===== config.mk =====
export PLATFORM = sky130hd
export DESIGN_NAME = dpm_prio_map
export DESIGN_NICKNAME = d
export VERILOG_FILES = /design/src/dpm_pkg.sv /design/src/dpm_code_decode.sv /design/src/dpm_prio_map.sv
export SDC_FILE = /design/constraint.sdc
export NUM_CORES = 1
export LEC_CHECK = 0
export ABC_CLOCK_PERIOD_IN_PS = 2830
export BUFFER_PORTS_ARGS = -buffer_cell sky130_fd_sc_hd__clkbuf_2
export CELL_PAD_IN_SITES_DETAIL_PLACEMENT = 1
export CELL_PAD_IN_SITES_GLOBAL_PLACEMENT = 1
export CORE_MARGIN = 3
export CORE_UTILIZATION = 50
export CTS_BUF_LIST = sky130_fd_sc_hd__clkbuf_4
export DETAILED_ROUTE_END_ITERATION = 16
export PLACE_DENSITY_LB_ADDON = 0.12
export RECOVER_POWER = 25
export SETUP_SLACK_MARGIN = 0.05
export SYNTH_ARGS = -nofsm -noshare
export SYNTH_HDL_FRONTEND = slang
export SYNTH_SLANG_ARGS = --single-unit

===== constraint.sdc =====
create_clock -name core_clk -period 2.83 [get_ports core_clk]
set_clock_uncertainty 0.2 [all_clocks]
set_input_delay 0.566 -clock core_clk [delete_from_list [all_inputs] [get_ports core_clk]]
set_output_delay 0.566 -clock core_clk [all_outputs]
set_load 0.02 [all_outputs]

===== src/dpm_pkg.sv =====
// constants and carrier types for the code-point priority map slice
package dpm_pkg;
   localparam int          REG_CNT     = 8;
   localparam int          FIELD_W     = 2;
   localparam int          FIELDS_REG  = 4;
   localparam int          CODE_W      = 6;
   localparam int          CODE_CNT    = 64;
   localparam int          TABLE_BITS  = 128;
   localparam int          TOS_MSB     = 7;
   localparam int          TOS_LSB     = 2;
   localparam logic [5:0]  CODE_FIRST  = 6'h08;
   localparam logic [5:0]  CODE_LAST   = 6'h27;
   localparam logic [7:0]  OFF_08_0B   = 8'h62;
   localparam logic [7:0]  OFF_0C_0F   = 8'h63;
   localparam logic [7:0]  OFF_10_13   = 8'h64;
   localparam logic [7:0]  OFF_14_17   = 8'h65;
   localparam logic [7:0]  OFF_18_1B   = 8'h66;
   localparam logic [7:0]  OFF_1C_1F   = 8'h67;
   localparam logic [7:0]  OFF_20_23   = 8'h68;
   localparam logic [7:0]  OFF_24_27   = 8'h69;
   localparam logic [7:0]  REG_RESET   = 8'h00;

   // register access request from the switch register interface
   typedef struct packed {
      logic       wrEn;
      logic       rdEn;
      logic [7:0] addr;
      logic [7:0] wrData;
   } dpm_reg_req_t;

   // frame header summary presented for classification
   typedef struct packed {
      logic       valid;
      logic       isIp;
      logic [7:0] tos;
   } dpm_frame_t;

   // classification result
   typedef struct packed {
      logic       valid;
      logic       hit;
      logic [1:0] prio;
   } dpm_result_t;
endpackage


===== src/dpm_code_decode.sv =====
// full one-of-64 decode of a code point
`timescale 1ns/1ps
module dpm_code_decode
#(
   parameter int CODE_W = 6
)
(
   input  wire logic [CODE_W-1:0]      code,
   output wire logic [(1<<CODE_W)-1:0] oneHot
);
   genvar i;
   generate
      for (i = 0; i < (1 << CODE_W); i++)
      begin : g_dec
         assign oneHot[i] = (code == CODE_W'(i));
      end
   endgenerate
endmodule


===== src/dpm_prio_map.sv =====
// code-point priority map slice: eight map registers and the frame lookup
// Function
// - lookup key is bits 7:2 of the ToS / traffic-class byte, six bits
// - frame priority is the 2-bit field selected by its code point
// - offset 0x62 holds codes 0x08..0x0B, low code in bits 1:0, reset 00
// - offset 0x63 holds codes 0x0C..0x0F, low code in bits 1:0, reset 00
// - offset 0x64 holds codes 0x10..0x13, low code in bits 1:0, reset 00
// - offset 0x65 holds codes 0x14..0x17, low code in bits 1:0, reset 00
// - offset 0x66 holds codes 0x18..0x1B, low code in bits 1:0, reset 00
// - offset 0x67 holds codes 0x1C..0x1F, low code in bits 1:0, reset 00
// - offset 0x68 holds codes 0x20..0x23, low code in bits 1:0, reset 00
// - offset 0x69 holds codes 0x24..0x27, low code in bits 1:0, reset 00
// - code point fully decoded to 64 selections, one field chosen for codes 0x08..0x27
// - whole table is 128 bits; this slice serves codes 0x08..0x27
`timescale 1ns/1ps
module dpm_prio_map
   import dpm_pkg::*;
(
   input  wire logic               core_clk,
   input  wire logic               rst_n,
   input  wire logic               clkEn,
   input  wire dpm_pkg::dpm_reg_req_t regReq,
   output logic [7:0]              regRdData,
   output logic                    regRdValid,
   output logic                    regRdHit,
   input  wire dpm_pkg::dpm_frame_t frmIn,
   output dpm_pkg::dpm_result_t    prioOut
);
   import dpm_pkg::*;

   logic [7:0]              mapRegs_ff [REG_CNT];
   logic [7:0]              regRdData_ff;
   logic                    regRdValid_ff;
   logic                    regRdHit_ff;
   dpm_result_t             prioOut_ff;
   dpm_result_t             nxt_prioOut;

   wire  [7:0]              addrOff;
   wire  [2:0]              regIdx;
   wire                     addrHit;
   wire                     wrHit;
   wire                     rdAcc;
   wire  [5:0]              frmCode;
   wire  [CODE_CNT-1:0]     codeSel;
   wire  [REG_CNT*8-1:0]    sliceFlat;
   wire  [FIELD_W-1:0]      fieldPick [REG_CNT*FIELDS_REG];
   wire  [FIELD_W-1:0]      fieldOr   [REG_CNT*FIELDS_REG+1];
   wire                     codeInSlice;
   wire                     frmTake;

   // register address decode
   assign addrOff = regReq.addr - OFF_08_0B;
   assign regIdx  = addrOff[2:0];
   assign addrHit = (regReq.addr >= OFF_08_0B) && (regReq.addr <= OFF_24_27);
   assign wrHit   = clkEn && regReq.wrEn && addrHit;
   assign rdAcc   = clkEn && regReq.rdEn;

   // map registers, one byte each, four 2-bit fields low code first
   genvar r;
   generate
      for (r = 0; r < REG_CNT; r++)
      begin : g_reg
         always_ff @(posedge core_clk or negedge rst_n)
         begin
            if (!rst_n)
               mapRegs_ff[r] <= REG_RESET;
            else if (wrHit && (regIdx == 3'(r)))
               mapRegs_ff[r] <= regReq.wrData;
         end
         assign sliceFlat[r*8 +: 8] = mapRegs_ff[r];
      end
   endgenerate

   // read port, unmapped offsets read as zero with hit low
   always_ff @(posedge core_clk or negedge rst_n)
   begin
      if (!rst_n)
      begin
         regRdData_ff  <= 8'h00;
         regRdValid_ff <= 1'b0;
         regRdHit_ff   <= 1'b0;
      end
      else if (clkEn)
      begin
         regRdValid_ff <= regReq.rdEn;
         regRdHit_ff   <= regReq.rdEn && addrHit;
         if (regReq.rdEn)
            regRdData_ff <= addrHit ? mapRegs_ff[regIdx] : 8'h00;
      end
   end

   assign regRdData  = regRdData_ff;
   assign regRdValid = regRdValid_ff;
   assign regRdHit   = regRdHit_ff;

   // frame key and full decode
   assign frmCode = frmIn.tos[TOS_MSB:TOS_LSB];

   dpm_code_decode #(
      .CODE_W (CODE_W)
   ) u_decode (
      .code   (frmCode),
      .oneHot (codeSel)
   );

   // each field of the slice is gated by its own decode line
   genvar f;
   generate
      assign fieldOr[0] = '0;
      for (f = 0; f < REG_CNT*FIELDS_REG; f++)
      begin : g_field
         assign fieldPick[f] = codeSel[f + CODE_FIRST] ?
                               sliceFlat[f*FIELD_W +: FIELD_W] : '0;
         assign fieldOr[f+1] = fieldOr[f] | fieldPick[f];
      end
   endgenerate

   // slice covers 32 of the 128 table bits' code points
   assign codeInSlice = |codeSel[CODE_LAST:CODE_FIRST];
   assign frmTake     = frmIn.valid && frmIn.isIp;

   always_comb
   begin
      nxt_prioOut       = '0;
      nxt_prioOut.valid = frmTake;
      nxt_prioOut.hit   = frmTake && codeInSlice;
      if (frmTake && codeInSlice)
         nxt_prioOut.prio = fieldOr[REG_CNT*FIELDS_REG];
   end

   // result registered; lookup sees only writes completed before it
   always_ff @(posedge core_clk or negedge rst_n)
   begin
      if (!rst_n)
         prioOut_ff <= '0;
      else if (clkEn)
         prioOut_ff <= nxt_prioOut;
   end

   assign prioOut = prioOut_ff;

   wire [5:0] chkRel;
   wire [1:0] chkExp;
   assign chkRel = frmCode - CODE_FIRST;
   assign chkExp = sliceFlat[{chkRel[4:0], 1'b0} +: 2];
endmodule


=== Yosys cells after proc, flatten, opt, wreduce, memory -nomap -nowiden ===
Index checks and enable logic that the tools add are counted.
Widths: inputs -> output; s select.

* $add $sub $neg: 1
* $lt $le $gt $ge: 3
* Equality and inequality tests: 39
* Multiplexer cells: 37
* Bitwise logic cells: 32
* Reduce and logical (&&, ||, !) cells: 17

{| class="wikitable"
|+ Operator list
! kind !! number
|-
| $eq 6x5->1 const B || 16
|-
| $mux 2 || 33
|-
| $or 2x2->2 || 31
|-
| $eq 6x4->1 const B || 8
|-
| $eq 6x6->1 const B || 8
|-
| $reduce_or 32->1 || 1
|-
| $bmux 8 s3 || 1
|-
| $mux 8 || 3
|-
| $logic_and 1x1->1 || 14
|-
| $eq 3x3->1 const B || 4
|-
| $ge 8x7->1 const B || 1
|-
| $le 8x7->1 const B || 1
|-
| $eq 3x2->1 const B || 2
|-
| $ge 4x4->1 const B || 1
|-
| $not 3->4 || 1
|-
| $eq 3x1->1 const B || 1
|-
| $logic_not 3->1 || 1
|-
| $sub 3x2->3 const B || 1
|-
| $reduce_and 2->1 || 1
|}

* Bits in registers: 78
* Input port bits: 31
* Output and inout bits: 14
* Word-level logic and storage cells: 143

=== Longest topological paths before layout ===
* Depth in word-level cells: 34
* Mapped depth: 7
* Gate-level depth less buffers: 5

=== Cells and area by module ===
A second synthesis with hierarchy kept.

* Cells, all modules: 379
* Area, all modules: 4,394.2 um2

{| class="wikitable"
|+ By module, submodules not included
! module !! instances !! cells each !! area each (um2) !! sequential area each (um2)
|-
| dpm_prio_map || 1 || 284 || 3,932.5 || 1,951.9
|-
| dpm_code_decode || 1 || 95 || 461.7 || 0.0
|}

=== Worst setup path after synthesis ===
No wires, ideal clock.

* Path kind: input port to flip-flop
* Start: input regReq[12] (netlist bit)
* End: register mapRegs_ff[32] (netlist bit)
* Setup time: 0.125 ns
* Arrival: 2.125 ns
* Data required time: 2.505 ns
* Setup slack: 0.380 ns
* Stages on the path: 6
* Buffers on the path: 1
* Cell sequence: and4bb_1 nand3_1 or3b_1 buf_6 nor3b_4 mux2_2

* Cells in the longest elaborated chain, start to end: 4
* Elaborated cells between the ends (all ways): 5
* Those cells by class: order compare: 2; reduce/logical: 3

{| class="wikitable"
|+ Ends and longest elaborated chain
! element !! RTL line !! source
|-
| from (decl) || dpm_prio_map.sv:22 || <nowiki>input wire dpm_pkg::dpm_reg_req_t regReq,</nowiki>
|-
| $ge 8x7->1 or $le 8x7->1 (tied branches) || dpm_prio_map.sv:54 || <nowiki>assign addrHit = (regReq.addr >= OFF_08_0B) && (regReq.addr <= OFF_24_27);</nowiki>
|-
| $logic_and 1x1->1 (*) || dpm_prio_map.sv:54 ||
|-
| $logic_and 1x1->1 (*) || dpm_prio_map.sv:55 || <nowiki>assign wrHit = clkEn && regReq.wrEn && addrHit;</nowiki>
|-
| $logic_and 1x1->1 (*) || dpm_prio_map.sv:67 || <nowiki>else if (wrHit && (regIdx == 3'(r)))</nowiki>
|-
| to (signal, indexed assignment) || dpm_prio_map.sv:68 || <nowiki>mapRegs_ff[r] <= regReq.wrData;</nowiki>
|-
| to (decl) || dpm_prio_map.sv:31 || <nowiki>logic [7:0] mapRegs_ff [REG_CNT];</nowiki>
|}

Every way passes the cells marked *; elsewhere a longest branch is shown, timed or not.
A chain may end at the register's enable or synchronous reset.

=== Worst setup path after layout ===
* Start: input regReq[12] (netlist bit)
* End: register mapRegs_ff[38] (netlist bit)

The elaborated chain is that of the path after synthesis.

==> flow_summary.ini <==
[drt]
drt-pass1-iter-count = 7
post_drt_wl_per_cell_microns = 24.7
drc = 0
drt_wl_total_microns = 11900
drt_iter0_markers = 244
ant_nets = 0
vias_per_cell = 6.36
vias = 3070

[sta]
rsz0062_at_grt = false
finalHoldViolCount = 0
fin_crit_sh_pct = 80.2
tns_ns = 0
setup_viol = 0
finalCriticalPeriod_ns = 2.27
slew_headroom_pct = -31.9
max_slew.worst_pin.slew_ns = 1.98
max_freq_mhz = 440
slew_violations = 79

[global_route]
gr-usage-all-layers_pct = 26.0
overflow = 0
antenna_found_initial = 0
grt_pass1_wl_microns = 18900
grt_pass1_vias = 3201
grt_max_degree = 79

[synth]
ys_warn_count = 0
yosys.area.top_type_share_pct = 46.7
synth_seq_area_share_pct = 46.7
syn_area_sq_um = 4180
synth_edf_count = 0
ys_ff_latch = 78
yosys.area.top_type = dfrtp_1
synth.most_common_cell = dfrtp_1
avgSynthCellArea_sq_um = 13.1
synth_nets = 351
synth-main-ff-cell = dfrtp_1
ys_async_sr_fraction_pct = 100
synth_area_leaders = dfrtp_1 (47%), mux2_2 (18%), mux4_2 (9.7%), mux2i_1 (2.9%), o21ai_0 (1.7%)
synthCells = 320
ys_top_cells_by_count = dfrtp_1 (78), mux2_2 (67), mux4_2 (18)
ys_types = 55

[cells_and_area]
final_core_util_pct = 60.0
fillers = 820
fin_nets = 408
antenna_cells = 0
area_growth_pct = 13.7
drive_above_1_share_pct = 44.4

[setup_path]
reg2reg_slack_ns = 0.66
path_max_fanout = 8
cp-end-kind = register
start_kind = primary input
cpMaxStageDelayCell = or3b_1
cp_cell_sequence = clkbuf_2 -> and4bb_1 -> nand3_1 -> or3b_1 -> nor3b_4 -> buf_4 -> mux2_2
rr_endpoint = prioOut[1]
cp.required_ns = 2.94
crit_arrival_ns = 2.38
reg2reg_depth = 5
max_stage_delay_ns = 0.52
crit_buf_inv = 2
path_delay_family = simple AND/OR/NAND/NOR gates
critPathKind = primary input to register
rr_startpoint = mapRegs_ff[55]

[clock_network]
cts_setup_buffers = 0
post_cts_resized = 0
cts_root_buf = clkbuf_4
htree_levels = 3
cts_num_sinks = 78
tritoncts = yes
clkTransAtPathRegs_ns = 0.13
cts_buffer_depth = 2
clk_latency_ns = 0.43
holdBufCountCts = 0
cts-buffers-inserted = 9

[run]
cap_violations = 1

[floorplanning]
dieHeight_microns = 97.4
core-area_sq_um = 7930
dieWidth_microns = 97.4
start_util_pct = 52.7
rows = 32
ios = 45
dieArea_sq_um = 9490

[run_status]
violations = max-capacitance violations, max-slew violations
status = finished with violations

[placement]
hpwl_microns = 8510
io_buffers = 42
gp_congestion = 0.828

[power_and_ir_drop]
power.total_mw = 2.18
max-vdd-ir-drop_uv = 357
power.leakage_nw = 2.23
p_per_area_nw_per_um2 = 459

[hold_path]
hold_end = prioOut[3]
hold_path_class = primary input to register
min_path_cells = 3
hold_start = frmIn[8]
==> tightest hold or removal path: stages <==
cell and delay [ns]:
clkbuf_2 0.08, nand3_1 0.12, o21ai_0 0.10
==> power breakdown <==
group / internal, mW / total (mW) / switching (mW)
sequential: 1.14 / 1.17 / 0.0261
clock: 0.352 / 0.772 / 0.420
combinational: 0.0987 / 0.241 / 0.142
==> metrics by stage <==
step / hold WS (ns) / worst slack [ns] / cells / area [sq um]
floorplan: 0.0704 / 0.380 / 320 / 4180
global placement: 0.260 / 0.170 / 468 / 4610
detailed placement: 0.274 / 0.133 / 468 / 4610
CTS: 0.125 / 0.574 / 483 / 4760
global route: 0.258 / 0.424 / 483 / 4750
finish: 0.269 / 0.559 / 483 / 4750
==> worst max path at each step <==
stage	slack (ns)	cells after the start	endpoint	start
floorplan	0.38	6	mapRegs_ff[32]	regReq[12]
CTS	0.57	7	mapRegs_ff[38]	regReq[12]
detailed placement	0.13	7	mapRegs_ff[39]	regReq[12]
global placement	0.17	7	mapRegs_ff[37]	regReq[12]
finish	0.56	7	mapRegs_ff[38]	regReq[12]
global route	0.42	1	mapRegs_ff[23]	rst_n
==> kinds of logic (layout without fill, tap and decap cells) <==
| logic type | count (synthesis) | count (layout) | synth area share [%] |
|---|---|---|---|
| mux | 97 | 97 | 30.6 |
| xor+xnor | 4 | 4 | 0.838 |
| buf+inv | 22 | 83 | 2.75 |
| simple gates | 72 | 72 | 11.1 |
| flops | 78 | 78 | 46.7 |
| compound gates | 47 | 47 | 7.96 |
==> layer usage <==
metal / global-route usage [%] / vias to the layer above / routed length [microns]
met5: 0 / - / 0
met4: 5.86 / 0 / 212
met3: 4.31 / 16 / 726
met2: 42.0 / 123 / 5780
met1: 37.0 / 1585 / 5210
li1: - / 1346 / -
==> state kept, by name, indices dropped and copies added (netlist names) <==
name and count:
prioOut 4, regRdHit 1, mapRegs_ff 64, regRdValid 1
regRdData 8
==> area by class of cell <==
cell class | count | area (sq um) | area share, %
Clock buffer | 9 | 67.6 | 1.42
Timing Repair Buffer | 63 | 388 | 8.16
Inverter | 5 | 18.8 | 0.395
Tap cell | 102 | 128 | 2.68
Clock inverter | 6 | 87.6 | 1.84
Multi-Input combinational cell | 220 | 2110 | 44.4
Sequential cell | 78 | 1950 | 41.1
==> placed cells by master, fill, tap and decap left out, types with 5 or more instances in the layout <==
master / n
mux4_2: 18
nand3_1: 5
dfrtp_1: 78
a22oi_1: 5
clkbuf_2: 41
nor2_1: 9
inv_1: 5
mux2i_1: 12
nand2_1: 17
o21ai_0: 14
nor2b_1: 8
buf_4: 18
mux2_2: 67
clkbuf_4: 9
Power figures use the tool's default switching activity.
